--- config.mk ---
export PLATFORM = sky130hd
export DESIGN_NAME = aal_alu
export DESIGN_NICKNAME = d
export VERILOG_FILES = /design/src/design/aal_pkg.sv /design/src/design/aal_alu.sv
export SDC_FILE = /design/constraint.sdc
export NUM_CORES = 1
export LEC_CHECK = 0
export BUFFER_PORTS_ARGS = -buffer_cell sky130_fd_sc_hd__buf_2
export CORE_MARGIN = 2
export CORE_UTILIZATION = 41
export DETAILED_ROUTE_END_ITERATION = 6
export SYNTH_ARGS = -nofsm -noshare
export SYNTH_HDL_FRONTEND = slang
export SYNTH_SLANG_ARGS = --single-unit
export TNS_END_PERCENT = 1
--- constraint.sdc ---
create_clock -name ref_clk_in -period 7.7 [get_ports ref_clk_in]
set_input_delay 0.77 -clock ref_clk_in [delete_from_list [all_inputs] [get_ports ref_clk_in]]
set_output_delay 0.77 -clock ref_clk_in [all_outputs]
set_load 0.02 [all_outputs]
--- src/design/aal_pkg.sv ---
package aal_pkg;

  // ----------------------------------------------------------------
  // Widths and constants
  // ----------------------------------------------------------------
  localparam int          DW       = 8;
  localparam logic [7:0]  ZERO_B   = 8'h00;
  localparam logic [7:0]  ONE_B    = 8'h01;
  localparam logic [7:0]  ALL_ONES = 8'hFF;
  localparam logic [3:0]  ZERO_IDX = 4'h0;

  // Operation codes, one-hot is not needed here: this is a decoded select
  typedef enum logic [3:0] {
    ones_complement_op   = 4'h0,
    twos_negate_op       = 4'h1,
    negate_with_carry_op = 4'h2,
    inc_op               = 4'h3,
    inc_carry_op         = 4'h4,
    dec_op               = 4'h5,
    dec_borrow_op        = 4'h6,
    and_op               = 4'h7,
    or_op                = 4'h8,
    xor_op               = 4'h9,
    add_op               = 4'hA,
    add_carry_op         = 4'hB,
    sub_op               = 4'hC,
    sub_borrow_op        = 4'hD
  } aal_op_t;

  // Operand source for the second operand
  typedef enum logic [1:0] {
    SRC_REG = 2'h0,
    SRC_IMM = 2'h1,
    SRC_MEM = 2'h2
  } aal_src_t;

  // Request from the decoder
  typedef struct packed {
    logic       valid;
    aal_op_t    op;
    aal_src_t   src;
    logic [7:0] opa;
    logic [7:0] reg_b;
    logic [7:0] imm;
    logic [7:0] mem;
    logic [3:0] dst;
  } aal_req_t;

  // Result to the register file
  typedef struct packed {
    logic       we;
    logic [3:0] dst;
    logic [7:0] data;
  } aal_wr_t;

  // Flags
  typedef struct packed {
    logic c;
    logic v;
    logic z;
  } aal_flags_t;

endpackage

--- src/design/aal_alu.sv ---
`timescale 1ns/100ps
// Function
// RL1 - Ones complement: invert source to acc and dest, update zero only
// RL2 - Twos negate: invert plus one, carry set only when result zero
// RL3 - Negate with carry: invert plus carry, carry when zero and carry was one
// RL4 - Increment: add one, carry set when result wraps to zero
// RL5 - Increment with carry: add carry, carry when zero and carry was one
// RL6 - Decrement: subtract one, carry cleared only when result is all ones
// RL7 - Decrement with borrow: subtract one minus carry, clear on FF and carry zero
// RL8 - AND of two operands to acc and dest, zero only
// RL9 - OR of two operands to acc and dest, zero only
// RL10 - XOR of two operands to acc and dest, zero only
// RL11 - Add modulo 256, carry on unsigned overflow
// RL12 - Add with carry includes incoming carry, carry on overflow
// RL13 - Reverse subtract literal minus register, carry is inverted borrow
// RL14 - Three operand reverse subtract: second minus third to dest and acc (the code computes third minus second, src_b minus opa)
// RL15 - Reverse subtract with borrow also subtracts one minus carry
// RL16 - Forward subtract register minus literal, carry is inverted borrow
// RL17 - Memory operand is only read; result goes to register and acc
// RL18 - Two-register form: first register is operand and destination
// RL19 - Immediate forms combine register with literal, store to same register
// RL20 - Zero flag set when 8-bit result is zero
// RL21 - Overflow flag set on signed overflow for arithmetic operations
module aal_alu
(
  input  wire logic              ref_clk_in,
  input  wire logic              rst_n_in,
  input  wire aal_pkg::aal_req_t req_in,
  input  wire logic              fwd_sub_in,
  output logic [7:0]             acc_out,
  output aal_pkg::aal_wr_t       wr_out,
  output aal_pkg::aal_flags_t    flags_out
);
  import aal_pkg::*;

  // ----------------------------------------------------------------
  // State
  // ----------------------------------------------------------------
  logic [7:0] acc_ff;
  logic [7:0] nxt_acc;
  aal_wr_t    wr_ff;
  aal_wr_t    nxt_wr;
  aal_flags_t flg_ff;
  aal_flags_t nxt_flg;

  logic [7:0] src_b;
  logic [8:0] sum;
  logic [7:0] res;
  logic       upd_c;
  logic       upd_v;
  logic       new_c;
  logic       new_v;
  logic [7:0] x;
  logic [7:0] y;

  // ----------------------------------------------------------------
  // Datapath
  // ----------------------------------------------------------------
  // Memory only supplies an operand; nothing here writes memory back
  always_comb
  begin
    if (req_in.src == SRC_IMM)
      src_b = req_in.imm; // RL19
    else if (req_in.src == SRC_MEM)
      src_b = req_in.mem; // RL17
    else
      src_b = req_in.reg_b;
  end

  // Subtract is done as x + ~y + cin so carry naturally is the inverted borrow
  always_comb
  begin
    x     = req_in.opa;
    y     = src_b;
    sum   = {1'b0, ZERO_B};
    res   = ZERO_B;
    upd_c = 1'b1;
    upd_v = 1'b1;
    new_c = 1'b0;
    new_v = 1'b0;
    case (req_in.op)
      ones_complement_op:
      begin
        res   = ~src_b; // RL1
        upd_c = 1'b0;
        upd_v = 1'b0;
      end
      twos_negate_op:
      begin
        sum   = {1'b0, ~src_b} + {1'b0, ONE_B}; // RL2
        res   = sum[7:0];
        new_c = (res == ZERO_B); // RL2
        new_v = (src_b == 8'h80);
      end
      negate_with_carry_op:
      begin
        sum   = {1'b0, ~src_b} + {8'h00, flg_ff.c}; // RL3
        res   = sum[7:0];
        new_c = (res == ZERO_B) && flg_ff.c; // RL3
        new_v = (src_b == 8'h80) && flg_ff.c;
      end
      inc_op:
      begin
        sum   = {1'b0, src_b} + {1'b0, ONE_B}; // RL4
        res   = sum[7:0];
        new_c = (res == ZERO_B); // RL4
        new_v = (src_b == 8'h7F); // RL21
      end
      inc_carry_op:
      begin
        sum   = {1'b0, src_b} + {8'h00, flg_ff.c}; // RL5
        res   = sum[7:0];
        new_c = (res == ZERO_B) && flg_ff.c; // RL5
        new_v = (src_b == 8'h7F) && flg_ff.c;
      end
      dec_op:
      begin
        res   = src_b - ONE_B; // RL6
        new_c = (res != ALL_ONES); // RL6
        new_v = (src_b == 8'h80);
      end
      dec_borrow_op:
      begin
        res   = src_b - {7'h00, ~flg_ff.c}; // RL7
        new_c = !((res == ALL_ONES) && !flg_ff.c); // RL7
        new_v = (src_b == 8'h80) && !flg_ff.c;
      end
      and_op:
      begin
        res   = x & y; // RL8
        upd_c = 1'b0;
        upd_v = 1'b0;
      end
      or_op:
      begin
        res   = x | y; // RL9
        upd_c = 1'b0;
        upd_v = 1'b0;
      end
      xor_op:
      begin
        res   = x ^ y; // RL10
        upd_c = 1'b0;
        upd_v = 1'b0;
      end
      add_op, add_carry_op:
      begin
        sum   = {1'b0, x} + {1'b0, y}
              + {8'h00, (req_in.op == add_carry_op) & flg_ff.c}; // RL11 RL12 RL18
        res   = sum[7:0];
        new_c = sum[8]; // RL11
        new_v = (x[7] == y[7]) && (res[7] != x[7]); // RL21
      end
      default:
      begin
        // Reverse order computes operand b minus a; forward computes a minus b
        if (!fwd_sub_in)
        begin
          x = src_b; // RL13 RL14
          y = req_in.opa;
        end
        sum   = {1'b0, x} + {1'b0, ~y}
              + {8'h00, (req_in.op == sub_op) | flg_ff.c}; // RL15 RL16
        res   = sum[7:0];
        new_c = sum[8]; // RL13
        new_v = (x[7] != y[7]) && (res[7] != x[7]); // RL21
      end
    endcase
  end

  // ----------------------------------------------------------------
  // Next values
  // ----------------------------------------------------------------
  always_comb
  begin
    nxt_acc     = acc_ff;
    nxt_flg     = flg_ff;
    nxt_wr.we   = 1'b0;
    nxt_wr.dst  = wr_ff.dst;
    nxt_wr.data = wr_ff.data;
    if (req_in.valid)
    begin
      nxt_acc     = res;
      nxt_wr.we   = 1'b1;
      nxt_wr.dst  = req_in.dst; // RL17 RL18
      nxt_wr.data = res;
      nxt_flg.z   = (res == ZERO_B); // RL20
      if (upd_c)
        nxt_flg.c = new_c;
      if (upd_v)
        nxt_flg.v = new_v; // RL21
    end
  end

  // Registers only
  always_ff @(posedge ref_clk_in or negedge rst_n_in)
  begin
    if (!rst_n_in)
    begin
      acc_ff <= ZERO_B;
      wr_ff  <= '0;
      flg_ff <= '0;
    end
    else
    begin
      acc_ff <= nxt_acc;
      wr_ff  <= nxt_wr;
      flg_ff <= nxt_flg;
    end
  end

  // Outputs come straight from the registers
  assign acc_out   = acc_ff;
  assign wr_out    = wr_ff;
  assign flags_out = flg_ff;

  // ----------------------------------------------------------------
  // Checks
  // ----------------------------------------------------------------
  AST_LOGIC_KEEPS_C: assert property (@(posedge ref_clk_in) disable iff (!rst_n_in) // RL8
    req_in.valid && req_in.op inside {and_op, or_op, xor_op, ones_complement_op}
    |=> flg_ff.c == $past(flg_ff.c) && flg_ff.v == $past(flg_ff.v))
    else $error("logic op changed carry or overflow");
  AST_ONES_COMP: assert property (@(posedge ref_clk_in) disable iff (!rst_n_in) // RL1
    req_in.valid && req_in.op == ones_complement_op |=> acc_ff == ~$past(src_b))
    else $error("ones complement result wrong");
  AST_NEG_CARRY: assert property (@(posedge ref_clk_in) disable iff (!rst_n_in) // RL2
    req_in.valid && req_in.op == twos_negate_op |=> flg_ff.c == (acc_ff == ZERO_B))
    else $error("negate carry wrong");
  AST_INC: assert property (@(posedge ref_clk_in) disable iff (!rst_n_in) // RL4
    req_in.valid && req_in.op == inc_op |=> acc_ff == $past(src_b) + ONE_B)
    else $error("increment result wrong");
  AST_DEC_CARRY: assert property (@(posedge ref_clk_in) disable iff (!rst_n_in) // RL6
    req_in.valid && req_in.op == dec_op |=> flg_ff.c == (acc_ff != ALL_ONES))
    else $error("decrement carry wrong");
  AST_ADD: assert property (@(posedge ref_clk_in) disable iff (!rst_n_in) // RL11
    req_in.valid && req_in.op == add_op
    |=> {flg_ff.c, acc_ff} == {1'b0, $past(req_in.opa)} + {1'b0, $past(src_b)})
    else $error("add result or carry wrong");
  AST_ZERO: assert property (@(posedge ref_clk_in) disable iff (!rst_n_in) // RL20
    req_in.valid |=> flg_ff.z == (acc_ff == ZERO_B) && wr_ff.data == acc_ff && wr_ff.we)
    else $error("zero flag or writeback wrong");
  AST_RSUB: assert property (@(posedge ref_clk_in) disable iff (!rst_n_in) // RL13
    req_in.valid && req_in.op == sub_op && !fwd_sub_in
    |=> acc_ff == $past(src_b) - $past(req_in.opa)
        && flg_ff.c == ($past(src_b) >= $past(req_in.opa)))
    else $error("reverse subtract wrong");
  AST_IDLE: assert property (@(posedge ref_clk_in) disable iff (!rst_n_in) // RL17
    !req_in.valid |=> !wr_ff.we && $stable(acc_ff))
    else $error("write without request");
  // Carry-fed forms depend on the flag left by the previous operation
  AST_NEGC_RESULT: assert property (@(posedge ref_clk_in) disable iff (!rst_n_in) // RL3
    req_in.valid && req_in.op == negate_with_carry_op
    |=> acc_ff == ~$past(src_b) + $past(flg_ff.c)
        && flg_ff.c == ((acc_ff == ZERO_B) && $past(flg_ff.c)))
    else $error("negate with carry wrong");
  AST_NEG_RESULT: assert property (@(posedge ref_clk_in) disable iff (!rst_n_in) // RL2
    req_in.valid && req_in.op == twos_negate_op |=> acc_ff == ZERO_B - $past(src_b))
    else $error("negate result wrong");
  AST_INCC: assert property (@(posedge ref_clk_in) disable iff (!rst_n_in) // RL5
    req_in.valid && req_in.op == inc_carry_op
    |=> acc_ff == $past(src_b) + $past(flg_ff.c)
        && flg_ff.c == ((acc_ff == ZERO_B) && $past(flg_ff.c)))
    else $error("increment with carry wrong");
  AST_DEC_RESULT: assert property (@(posedge ref_clk_in) disable iff (!rst_n_in) // RL6
    req_in.valid && req_in.op == dec_op |=> acc_ff == $past(src_b) - ONE_B)
    else $error("decrement result wrong");
  AST_DECB: assert property (@(posedge ref_clk_in) disable iff (!rst_n_in) // RL7
    req_in.valid && req_in.op == dec_borrow_op
    |=> acc_ff == $past(src_b) - ONE_B + $past(flg_ff.c)
        && flg_ff.c == !((acc_ff == ALL_ONES) && !$past(flg_ff.c)))
    else $error("decrement with borrow wrong");
  AST_AND: assert property (@(posedge ref_clk_in) disable iff (!rst_n_in) // RL8
    req_in.valid && req_in.op == and_op
    |=> acc_ff == ($past(req_in.opa) & $past(src_b)))
    else $error("and result wrong");
  AST_OR: assert property (@(posedge ref_clk_in) disable iff (!rst_n_in) // RL9
    req_in.valid && req_in.op == or_op
    |=> acc_ff == ($past(req_in.opa) | $past(src_b)))
    else $error("or result wrong");
  AST_XOR: assert property (@(posedge ref_clk_in) disable iff (!rst_n_in) // RL10
    req_in.valid && req_in.op == xor_op
    |=> acc_ff == ($past(req_in.opa) ^ $past(src_b)))
    else $error("xor result wrong");
  AST_ADDC: assert property (@(posedge ref_clk_in) disable iff (!rst_n_in) // RL12
    req_in.valid && req_in.op == add_carry_op
    |=> {flg_ff.c, acc_ff} == {1'b0, $past(req_in.opa)} + {1'b0, $past(src_b)}
        + {ZERO_B, $past(flg_ff.c)})
    else $error("add with carry wrong");
  AST_FSUB: assert property (@(posedge ref_clk_in) disable iff (!rst_n_in) // RL16
    req_in.valid && req_in.op == sub_op && fwd_sub_in
    |=> acc_ff == $past(req_in.opa) - $past(src_b)
        && flg_ff.c == ($past(req_in.opa) >= $past(src_b)))
    else $error("forward subtract wrong");
  // Borrow form: no underflow when b plus carry exceeds a
  AST_RSUBB: assert property (@(posedge ref_clk_in) disable iff (!rst_n_in) // RL15
    req_in.valid && req_in.op == sub_borrow_op && !fwd_sub_in
    |=> acc_ff == $past(src_b) - $past(req_in.opa) - ONE_B + $past(flg_ff.c)
        && flg_ff.c == ({1'b0, $past(src_b)} + {ZERO_B, $past(flg_ff.c)}
                        > {1'b0, $past(req_in.opa)}))
    else $error("reverse subtract with borrow wrong");
  AST_IMM_FORM: assert property (@(posedge ref_clk_in) disable iff (!rst_n_in) // RL19
    req_in.valid && req_in.src == SRC_IMM && req_in.op == or_op
    |=> acc_ff == ($past(req_in.opa) | $past(req_in.imm)) && wr_ff.dst == $past(req_in.dst))
    else $error("immediate form wrong");
  AST_MEM_FORM: assert property (@(posedge ref_clk_in) disable iff (!rst_n_in) // RL17
    req_in.valid && req_in.src == SRC_MEM && req_in.op == add_op
    |=> wr_ff.data == $past(req_in.opa) + $past(req_in.mem) && wr_ff.dst == $past(req_in.dst))
    else $error("memory operand form wrong");
  AST_ADD_V: assert property (@(posedge ref_clk_in) disable iff (!rst_n_in) // RL21
    req_in.valid && req_in.op == add_op
    |=> flg_ff.v == (($past(req_in.opa[7]) == $past(src_b[7]))
                     && (acc_ff[7] != $past(req_in.opa[7]))))
    else $error("add overflow wrong");

endmodule

; After elaboration in Yosys (flattened, before gate mapping)
; Index checks and enable logic that the tools add are counted.
[totals]
elab_cells = 78
out_inout_bits = 24
reg_bits = 16
inputBits = 46
[op_classes]
addsub = 10
n_eq_ne = 22
reduce_logical = 21
n_mux = 10
bitwise = 9
[ops]
columns = cell, count
row1 = 8-bit one-hot mux with 11 select lines, 1
row2 = 8-bit 2-to-1 mux, 6
row3 = 8-bit logical NOT, 5
row4 = "4-bit equality test, second input constant", 5
row5 = 8-bit by 8-bit adder with 9-bit output, 2
row6 = 9-bit by 1-bit adder with 9-bit output, 2
row7 = 8-bit by 1-bit adder with 8-bit output, 2
row8 = "8-bit by 1-bit adder with 8-bit output, second input constant", 2
row9 = "4-bit by 3-bit equality test with 1-bit output, second input constant", 4
row10 = "8-bit equality test, second input constant", 2
row11 = 8-bit NOT, 2
row12 = 13-bit 2-to-1 mux, 1
row13 = 12-bit OR reduction, 1
row14 = 8-bit bitwise AND, 1
row15 = "4-bit by 2-bit equality test with 1-bit output, second input constant", 2
row16 = "8-bit by 7-bit equality test with 1-bit output, second input constant", 1
row17 = 1-bit logical AND, 8
row18 = "8-bit != test, second input constant", 1
row19 = 8-bit bitwise OR, 1
row20 = 8-bit by 1-bit subtractor with 8-bit output, 1
row21 = "8-bit by 1-bit subtractor with 8-bit output, second input constant", 1
row22 = 8-bit bitwise XOR, 1
row23 = 1-bit one-hot mux with 7 select lines, 1
row24 = 1-bit one-hot mux with 6 select lines, 1
row25 = other kinds (13), 18

; Logic depth before layout (Yosys ltp)
; Gate-level depths: netlist of run 1.
[logic_depth]
ltp_word = 11
mapped_depth = 18
depth_no_buf = 16

; Worst setup path after synthesis of run 1
; No wires, ideal clock.
[synth_path]
path_type = input to register
startpoint = input port req_in[36] (netlist bit)
endpoint = register flg_ff (netlist bit flags_out[0])
required_ns = 7.596
path_buffers = 2
path_slack_ns = 3.670
t_arrival_ns = 3.927
setup_ns = 0.104
cell_stages = 18
cell_sequence = buf_2 -> or3b_1 -> o221a_2 -> buf_4 -> inv_1 -> nor2_1 -> a21oi_1 -> fa_1 -> inv_1 -> fa_1 -> a21o_1 -> a21oi_1 -> o21bai_1 -> a21o_1 -> xor2_1 -> o22ai_1 -> nand3_1 -> o41ai_2
[synth_between]
elab_chain_cells = 10
elab_cells_between_ends = 25
classes_between = add/sub (10) / eq/ne (2) / mux (7) / bitwise (5) / reduce/logical (1)
[synth_rtl]
columns = element, line_no
row1 = from (decl), aal_alu.sv:28  ; input wire aal_pkg::aal_req_t req_in,
row2 = 2-bit equality test, aal_alu.sv:64  ; else if (req_in.src == SRC_MEM)
row3 = 8-bit 2-to-1 mux, aal_alu.sv:64
row4 = 8-bit 2-to-1 mux (*), aal_alu.sv:62  ; if (req_in.src == SRC_IMM)
row5 = 8-bit 2-to-1 mux, aal_alu.sv:157  ; if (!fwd_sub_in)
row6 = 8-bit 2-to-1 mux, aal_alu.sv:81  ; case (req_in.op)
row7 = 8-bit NOT, aal_alu.sv:162  ; sum = {1'b0, x} + {1'b0, ~y}
row8 = 8-bit by 8-bit adder with 9-bit output, aal_alu.sv:162
row9 = 9-bit by 1-bit adder with 9-bit output, aal_alu.sv:163  ; + {8'h00, (req_in.op == sub_op) | flg_ff.c};
row10 = 8-bit one-hot mux with 11 select lines (*), aal_alu.sv:81
row11 = 8-bit logical NOT (*), aal_alu.sv:187  ; nxt_flg.z = (res == ZERO_B);
row12 = to (signal assigned), aal_alu.sv:208  ; flg_ff <= nxt_flg;
row13 = to (decl), aal_alu.sv:43  ; aal_flags_t flg_ff;
; Every way passes the cells marked *; elsewhere a longest branch is shown, timed or not. The select of a mux whose other input is x is not followed.
; A chain may end at the register's enable or synchronous reset.

; Final worst setup path of run 1
; Ends and elaborated chain as after synthesis.

==> results.sh, run 1 <==
export IMPL_numCtsBuffers=3
export IMPL_p_per_area_nw_per_um2=147
export IMPL_tightest_slew_ns=0.872
export IMPL_crit_required_ns=7.85
export IMPL_postCtsResizedCells=0
export IMPL_async_flop_share_pct=100
export IMPL_cts_tree="yes"
export IMPL_synth_warnings=0
export IMPL_hp_class="input pin to asynchronous set/reset pin"
export IMPL_fp_dieW_um=102
export IMPL_status="finished with violations"
export IMPL_hold_viol=0
export IMPL_ant_nets=0
export IMPL_ys_seq_area_share_pct=10.2
export IMPL_clock_path_buffers=2
export IMPL_hpwlAfterDp_um=11400
export IMPL_clock_fmax_ghz=0.201
export IMPL_antenna_found_initial=0
export IMPL_portBuffers=69
export IMPL_drtPass1Iterations=7
export IMPL_cts_root_buf="clkbuf_8"
export IMPL_track_usage_pct=28.9
export IMPL_grt_pass1_vias=4194
export IMPL_clock_sinks=16
export IMPL_synth_edf_count=0
export IMPL_path_clk_slew_ns=0.07
export IMPL_avgSynthCellArea_um2=7.41
export IMPL_path_cells="buf_2, xor2_2, o211a_1, inv_1, ha_1, a211oi_1, nor2_1, o21a_1, o41ai_1, xnor2_1, a221oi_1, a22oi_1, o41ai_2"
export IMPL_crit_path_max_fanout=20
export IMPL_p_leak_nw=1.78
export IMPL_cp_start_kind="input pin"
export IMPL_max_slew_margin_rel_pct=41.0
export IMPL_top_layer="met4"
export IMPL_fin_cells=689
export IMPL_synth_ff_type="dfrtp_1"
export IMPL_violations="DRC"
export IMPL_vias=4443
export IMPL_cap_viol_max_count=0
export IMPL_p_total_uw=629
export IMPL_cp_arrival_ns=5.13
export IMPL_initial_core_util_pct=42.4
export IMPL_slowest_delay_ns=0.70
export IMPL_cts_max_level=1
export IMPL_drv_slew=0
export IMPL_critPathKind="input pin to flip-flop"
export IMPL_crit_family="compound AO/OA/AOI/OAI gates"
export IMPL_yosysUniqueCellTypes=72
export IMPL_final_area_um2=4290
export IMPL_placed_cell_area_um2=4230
export IMPL_syn_inst=529
export IMPL_grt_pass1_wl_um=23100
export IMPL_slowest_stage="o211a_1"
export IMPL_drc=1
export IMPL_grt_max_degree=40
export IMPL_dieArea_um2=10400
export IMPL_grt_overflow=0
export IMPL_wl_met1_um=6420
export IMPL_synth_seq_cells=16
export IMPL_syn_area_um2=3920
export IMPL_post_cts_buffers=0
export IMPL_avgViaCountPerCell=6.45
export IMPL_syn_nets=612
export IMPL_clkLatencyLatePin_ns=0.26
export IMPL_whs_ns=0.421
export IMPL_drtIter0Drc=488
export IMPL_die_y_um=102
export IMPL_post_drt_wl_per_cell_um=21.7
export IMPL_layout_nets=644
export IMPL_drive_gt1_share_pct=19.6
export IMPL_fin_skew_ns=0.00722
export IMPL_syn_to_final_growth_pct=9.38
export IMPL_routed_wl_um=14900
export IMPL_fin_crit_ns=4.97
export IMPL_dr_wl_met3_um=1140
export IMPL_rsz0062_at_grt="false"
export IMPL_cts_hold_buf=0
export IMPL_antennaDiodeCount=0
export IMPL_tns_ns=0
export IMPL_rows=35
export IMPL_crit_buf_inv=2
export IMPL_core_um2=9240
export IMPL_placed_cells=685
export IMPL_ir_worst_vdd_mv=0.0778
export IMPL_setup_violations=0
export IMPL_mostFrequentLayoutCells="buf_2, nand2_1, nor2_1"
export IMPL_fin_crit_sh_pct=64.6
export IMPL_gp_congestion=1.07
export IMPL_final_common_cell="buf_2"
export IMPL_top_level_ports=70
export IMPL_cp_end_kind="flip-flop"
export IMPL_met2_length_um=6760
[area by class of cell]
class,instances,area [µm²]
well taps,129,161
flip-flops and latches,16,400
multi-input cells,439,3190
clock buffers,4,55.1
repair buffers,74,383
fillers,982,4950
inverters,27,101
[report_power, final]
part / internal [mW] / switching, mW / leakage (nW) / total (mW)
clock: 0.0455 / 0.0319 / 0.0288 / 0.0774
combinational: 0.158 / 0.280 / 1.57 / 0.437
sequential: 0.100 / 0.0136 / 0.189 / 0.114
total: 0.303 / 0.325 / 1.78 / 0.629
[synth_stat cells (all sizes together), types with 14 or more instances]
cell,number,share of area [%]
ha,33,11
nand3,16,2.2
mux2,14,4.0
clkbuf,24,2.3
nor2,36,3.4
dfrtp,16,10
nand2,50,4.8
xnor2,22,4.9
inv,25,2.4
mux2i,21,5.4
nor3,20,2.8
o21ai,28,3.6
buf,23,3.6
a21oi,29,3.7
[per-layer routing]
metal,vias up,GRT usage [%]
met2,231,45.2
met5,-,0
li1,2044,-
met1,2119,40.0
met4,0,12.2
met3,49,3.31
[state kept, by name (all words and copies together) (netlist names)]
| register | flops |
|---|---|
| flags_out | 3 |
| wr_out | 13 |
[worst reg2reg max path: cells and delay by family (launching register included)]
family	cells	cell delay (ns)
AND/OR/NAND/NOR	2	0.38
adder cells (fa/ha/maj)	2	0.85
AO/OA/AOI/OAI	6	1.48
flip-flops	1	0.53
multiplexers	1	0.17
[final timing paths]
path	cells past startpoint	startpoint	slack (ns)	to
setup / recovery	13	req_in[36]	2.73	flags_out[0]
hold / removal	1	rst_n_in	0.42	wr_out[11]
setup reg to reg	11	flags_out[2]	4.17	flags_out[0]
hold reg to reg	2	flags_out[0]	0.50	flags_out[0]
max in group asynchronous	1	rst_n_in	6.99	wr_out[2]
min in group ref_clk_in	2	flags_out[0]	0.50	flags_out[0]
[cell families after synthesis]
logic type | share of synthesized area (%)
flip-flops | 10.2
AND/OR/NAND/NOR | 23.9
multiplexers | 9.38
buffers and inverters | 8.49
AO/OA/AOI/OAI | 29.5
adder cells (fa/ha/maj) | 12.6
XOR/XNOR | 6.00
[through the flow]
step                utilization [%]  worst slack [ns]
floorplan                         -              3.67
global placement               45.8              2.64
detailed placement             45.8              2.52
CTS                            46.4              2.80
global route                   46.4              2.40
finish                         46.4              2.73
(Power assumes the default switching activity.)
==> run 2: changes to the inputs <==
clock period = 5.05 ns   (was 7.7 ns; I/O delays follow)
==> results.sh, run 2 (synthesis gave the netlist of run 1 again) <==
export IMPL_status="complete, no violations"
export IMPL_nFillCells=973
export IMPL_max_slew_margin_rel_pct=40.1
export IMPL_seq_area_um2=400
export IMPL_ant_nets=0
export IMPL_antennaDiodeCount=0
export IMPL_drv_slew=0
export IMPL_clock_fmax_ghz=0.236
export IMPL_cts_max_level=1
export IMPL_top_level_ports=70
export IMPL_fin_ws_ns=0.817
export IMPL_drc=0
export IMPL_pre_cts_ws_ns=0.648
export IMPL_die_y_um=102
export IMPL_post_cts_buffers=0
export IMPL_p_per_area_nw_per_um2=215
export IMPL_tightest_slew_ns=0.877
export IMPL_crit_start="req_in[36]"
export IMPL_crit_required_ns=5.19
export IMPL_drive_gt1_share_pct=21.6
export IMPL_hpwlAfterDp_um=12400
export IMPL_fin_crit_ns=4.23
export IMPL_routed_wl_um=15600
export IMPL_drtIter0Drc=426
export IMPL_post_drt_wl_per_cell_um=22.2
export IMPL_hold_viol=0
export IMPL_path_clk_slew_ns=0.06
export IMPL_clkLatencyLatePin_ns=0.24
export IMPL_avgViaCountPerCell=6.37
export IMPL_rsz0062_at_grt="false"
export IMPL_rows=35
export IMPL_layout_nets=659
export IMPL_postCtsResizedCells=0
export IMPL_hp_class="input pin to asynchronous set/reset pin"
export IMPL_multiInputGateArea_um2=3190
export IMPL_fin_crit_sh_pct=83.8
export IMPL_cap_viol_max_count=0
export IMPL_initial_core_util_pct=42.4
export IMPL_vias=4477
export IMPL_numCtsBuffers=3
export IMPL_tns_ns=0
export IMPL_ir_worst_vdd_mv=0.155
export IMPL_cts_hold_buf=0
export IMPL_whs_ns=0.164
export IMPL_largest_reg_flops=13
export IMPL_drtPass1Iterations=5
export IMPL_p_leak_nw=1.85
export IMPL_portBuffers=69
export IMPL_placed_cells=700
export IMPL_worstReg2RegEnd="flags_out[0]"
export IMPL_dieArea_um2=10400
export IMPL_gp_congestion=0.998
export IMPL_syn_to_final_growth_pct=11.9
export IMPL_final_common_cell="buf_2"
export IMPL_cp_start_kind="input pin"
export IMPL_r2r_start="flags_out[2]"
export IMPL_mostFrequentLayoutCells="buf_2, nand2_1, nor2_1"
export IMPL_cp_end_kind="flip-flop"
export IMPL_antenna_found_initial=0
export IMPL_reg2regPathDepth=11
export IMPL_cp_arrival_ns=4.38
export IMPL_fin_cells=703
export IMPL_cts_tree="yes"
export IMPL_critPathKind="input pin to flip-flop"
export IMPL_core_um2=9240
export IMPL_crit_path_max_fanout=15
export IMPL_cts_root_buf="clkbuf_8"
export IMPL_track_usage_pct=30.4
export IMPL_fp_dieW_um=102
export IMPL_grt_pass1_wl_um=24300
export IMPL_grt_pass1_vias=4236
export IMPL_fin_skew_ns=0.00403
export IMPL_setup_violations=0
export IMPL_clock_sinks=16
export IMPL_final_core_util_pct=47.5
export IMPL_clock_path_buffers=2
export IMPL_grt_max_degree=39
export IMPL_reg2reg_slack_ns=1.46
export IMPL_grt_overflow=0
-- run 2: routing by layer --
metal | up-vias | track usage [%] | wire length (µm)
li1 | 2072 | - | -
met1 | 2134 | 41.4 | 6360
met2 | 244 | 49.8 | 7340
met3 | 27 | 5.18 | 1460
met4 | 0 | 7.90 | 408
met5 | - | 0 | 0
-- run 2: power breakdown --
| group | switching (mW) | total [mW] | internal (mW) |
|---|---|---|---|
| sequential | 0.0215 | 0.175 | 0.153 |
| combinational | 0.427 | 0.677 | 0.250 |
| clock | 0.0380 | 0.0907 | 0.0527 |
| total | 0.486 | 0.942 | 0.456 |
-- run 2: layout make-up --
| cell class | count | area share (%) |
|---|---|---|
| multi-input cells | 439 | 72.6 |
| clock buffers | 3 | 0.941 |
| inverters | 27 | 2.31 |
| repair buffers | 89 | 11.3 |
| flip-flops and latches | 16 | 9.13 |
| well taps | 129 | 3.68 |
-- run 2: metrics by stage --
stage                     instance area (µm²)  total power [mW]
final                                    4390             0.942
after global routing                     4390              1.01
after CTS                                4390             0.935
after detailed placement                 4350             0.841
after global placement                   4350             0.836
after floorplan                          3920             0.652
-- run 2: how the worst max path moves through the flow --
stage | end | slack (ns) | depth (start not counted)
floorplan | flags_out[0] | 1.28 | 18
global placement | flags_out[0] | 0.72 | 14
detailed placement | flags_out[0] | 0.65 | 14
CTS | flags_out[0] | 0.89 | 14
global route | flags_out[0] | 0.38 | 14
finish | flags_out[0] | 0.82 | 14
-- run 2: critical path: stages --
cell      delay [ns]
buf_2           0.24
xor2_2          0.42
o221a_2         0.50
inv_1           0.27
ha_1            0.30
ha_1            0.31
nor2b_1         0.17
o31ai_1         0.21
o221ai_1        0.13
o21ai_0         0.42
a32oi_1         0.20
nor3b_1         0.23
nand3_1         0.14
o41ai_2         0.31
==> run 3: changes to the inputs <==
clock period = 3.5 ns   (was 5.05 ns; I/O delays follow)
==> results.sh, run 3 (synthesis gave the netlist of run 1 again) <==
export IMPL_status="finished with violations"
export IMPL_violations="hold timing"
export IMPL_grt_pass1_vias=4625
export IMPL_antenna_found_initial=0
export IMPL_clkLatencyLatePin_ns=0.25
export IMPL_core_um2=9240
export IMPL_final_common_cell="buf_4"
export IMPL_crit_buf_inv=3
export IMPL_grt_max_degree=28
export IMPL_grtUsageMet3_pct=3.38
export IMPL_grt_pass1_wl_um=25900
export IMPL_antennaDiodeCount=0
export IMPL_slowest_stage="o221ai_1"
export IMPL_drtPass1Iterations=7
export IMPL_final_area_um2=5040
export IMPL_largest_reg_flops=13
export IMPL_routed_wl_um=16800
export IMPL_cap_viol_max_count=0
export IMPL_die_y_um=102
export IMPL_hold_viol=7
export IMPL_cts_root_buf="clkbuf_8"
export IMPL_path_clk_slew_ns=0.07
export IMPL_tns_ns=0
export IMPL_post_drt_wl_per_cell_um=21.7
export IMPL_fin_crit_sh_pct=96.9
export IMPL_ir_worst_vdd_mv=0.345
export IMPL_drc=0
export IMPL_p_leak_nw=2.21
export IMPL_fp_dieW_um=102
export IMPL_drv_slew=0
export IMPL_cp_arrival_ns=3.54
export IMPL_setup_violations=0
export IMPL_critPathKind="input pin to flip-flop"
export IMPL_fin_crit_ns=3.39
export IMPL_clock_sinks=16
export IMPL_multiInputGateArea_um2=3300
export IMPL_crit_family="compound AO/OA/AOI/OAI gates"
export IMPL_grt_met2_usage_pct=52.8
export IMPL_portBuffers=69
export IMPL_mostFrequentLayoutCells="buf_4, buf_2, nand2_1"
export IMPL_avgViaCountPerCell=6.19
export IMPL_gr_usage_met1_pct=44.8
export IMPL_rows=35
export IMPL_path_cells="clkbuf_4, xor2_2, buf_4, o221ai_1, inv_2, nor4_4, a21oi_1, a2111oi_0, a41o_1, a22oi_2, o41ai_2"
export IMPL_tightest_slew_ns=0.872
export IMPL_vias=4776
export IMPL_cts_hold_buf=0
export IMPL_cts_tree="yes"
export IMPL_hp_class="input pin to asynchronous set/reset pin"
export IMPL_max_slew_margin_rel_pct=41.7
export IMPL_p_total_mw=1.59
export IMPL_drtIter0Drc=473
export IMPL_drive_gt1_share_pct=32.8
export IMPL_numCtsBuffers=3
export IMPL_dieArea_um2=10400
export IMPL_layout_nets=727
export IMPL_gp_congestion=1.02
export IMPL_top_usage_layer="met2"
export IMPL_crit_required_ns=3.65
export IMPL_cp_end_kind="flip-flop"
export IMPL_grt_overflow=0
export IMPL_nFillCells=908
export IMPL_p_per_area_nw_per_um2=315
export IMPL_syn_to_final_growth_pct=28.6
export IMPL_crit_path_max_fanout=12
export IMPL_final_core_util_pct=54.6
export IMPL_cts_max_level=1
export IMPL_fin_cells=772
export IMPL_seq_area_um2=400
export IMPL_ant_nets=0
export IMPL_fin_skew_ns=0.00687
export IMPL_initial_core_util_pct=42.4
export IMPL_top_level_ports=70
export IMPL_clock_fmax_ghz=0.295
export IMPL_post_cts_buffers=0
export IMPL_cp_start_kind="input pin"
export IMPL_clock_path_buffers=2
export IMPL_placed_cells=768
export IMPL_placed_cell_area_um2=4870
export IMPL_hpwlAfterDp_um=13500
export IMPL_track_usage_pct=32.7
export IMPL_whs_ns=-0.00378
export IMPL_slowest_delay_ns=0.53
==> run 3: worst paths after layout <==
path	slack, ns	endpoint	from	cells past startpoint
max	0.11	flags_out[0]	req_in[36]	11
min	-0.004	wr_out[12]	rst_n_in	1
max in group asynchronous	3.23	flags_out[2]	rst_n_in	1
max reg2reg	0.42	flags_out[0]	flags_out[2]	11
min in group ref_clk_in	0.34	wr_out[9]	req_in[1]	2
min reg2reg	0.50	wr_out[8]	wr_out[8]	1
==> run 3: area by class of cell <==
class,count,share of cell area (%)
Multi-Input combinational cell,439,65.5
Timing Repair Buffer,157,20.2
Sequential cell,16,7.94
Tap cell,129,3.20
Inverter,27,2.08
Clock buffer,4,1.09
==> run 3: metrics by stage <==
step / setup slack (ns) / hold WS, ns
final: 0.107 / -0.00378
after floorplan: 0.0239 / 0.0544
after global placement: -0.605 / 0.270
after global routing: -0.00825 / 0.0118
after CTS: 0.000224 / 0.00282
after detailed placement: -0.451 / 0.280
==> run 3: layer usage <==
metal	part of all wire [%]	vias up
met2	46	257
met3	6.9	45
met5	0	-
met1	43	2267
li1	-	2207
met4	4.0	0
==> run 3: power by group <==
part / switching, mW / internal, mW
combinational: 0.691 / 0.486
clock: 0.0652 / 0.0999
sequential: 0.0242 / 0.221
==> run 3: repair_timing <==
action,CTS,global route
endpoints found under the setup margin,2,4
endpoints found under the hold margin,0,0
pin swaps,0,5
gates resized for setup,5,21
cloned,0,0
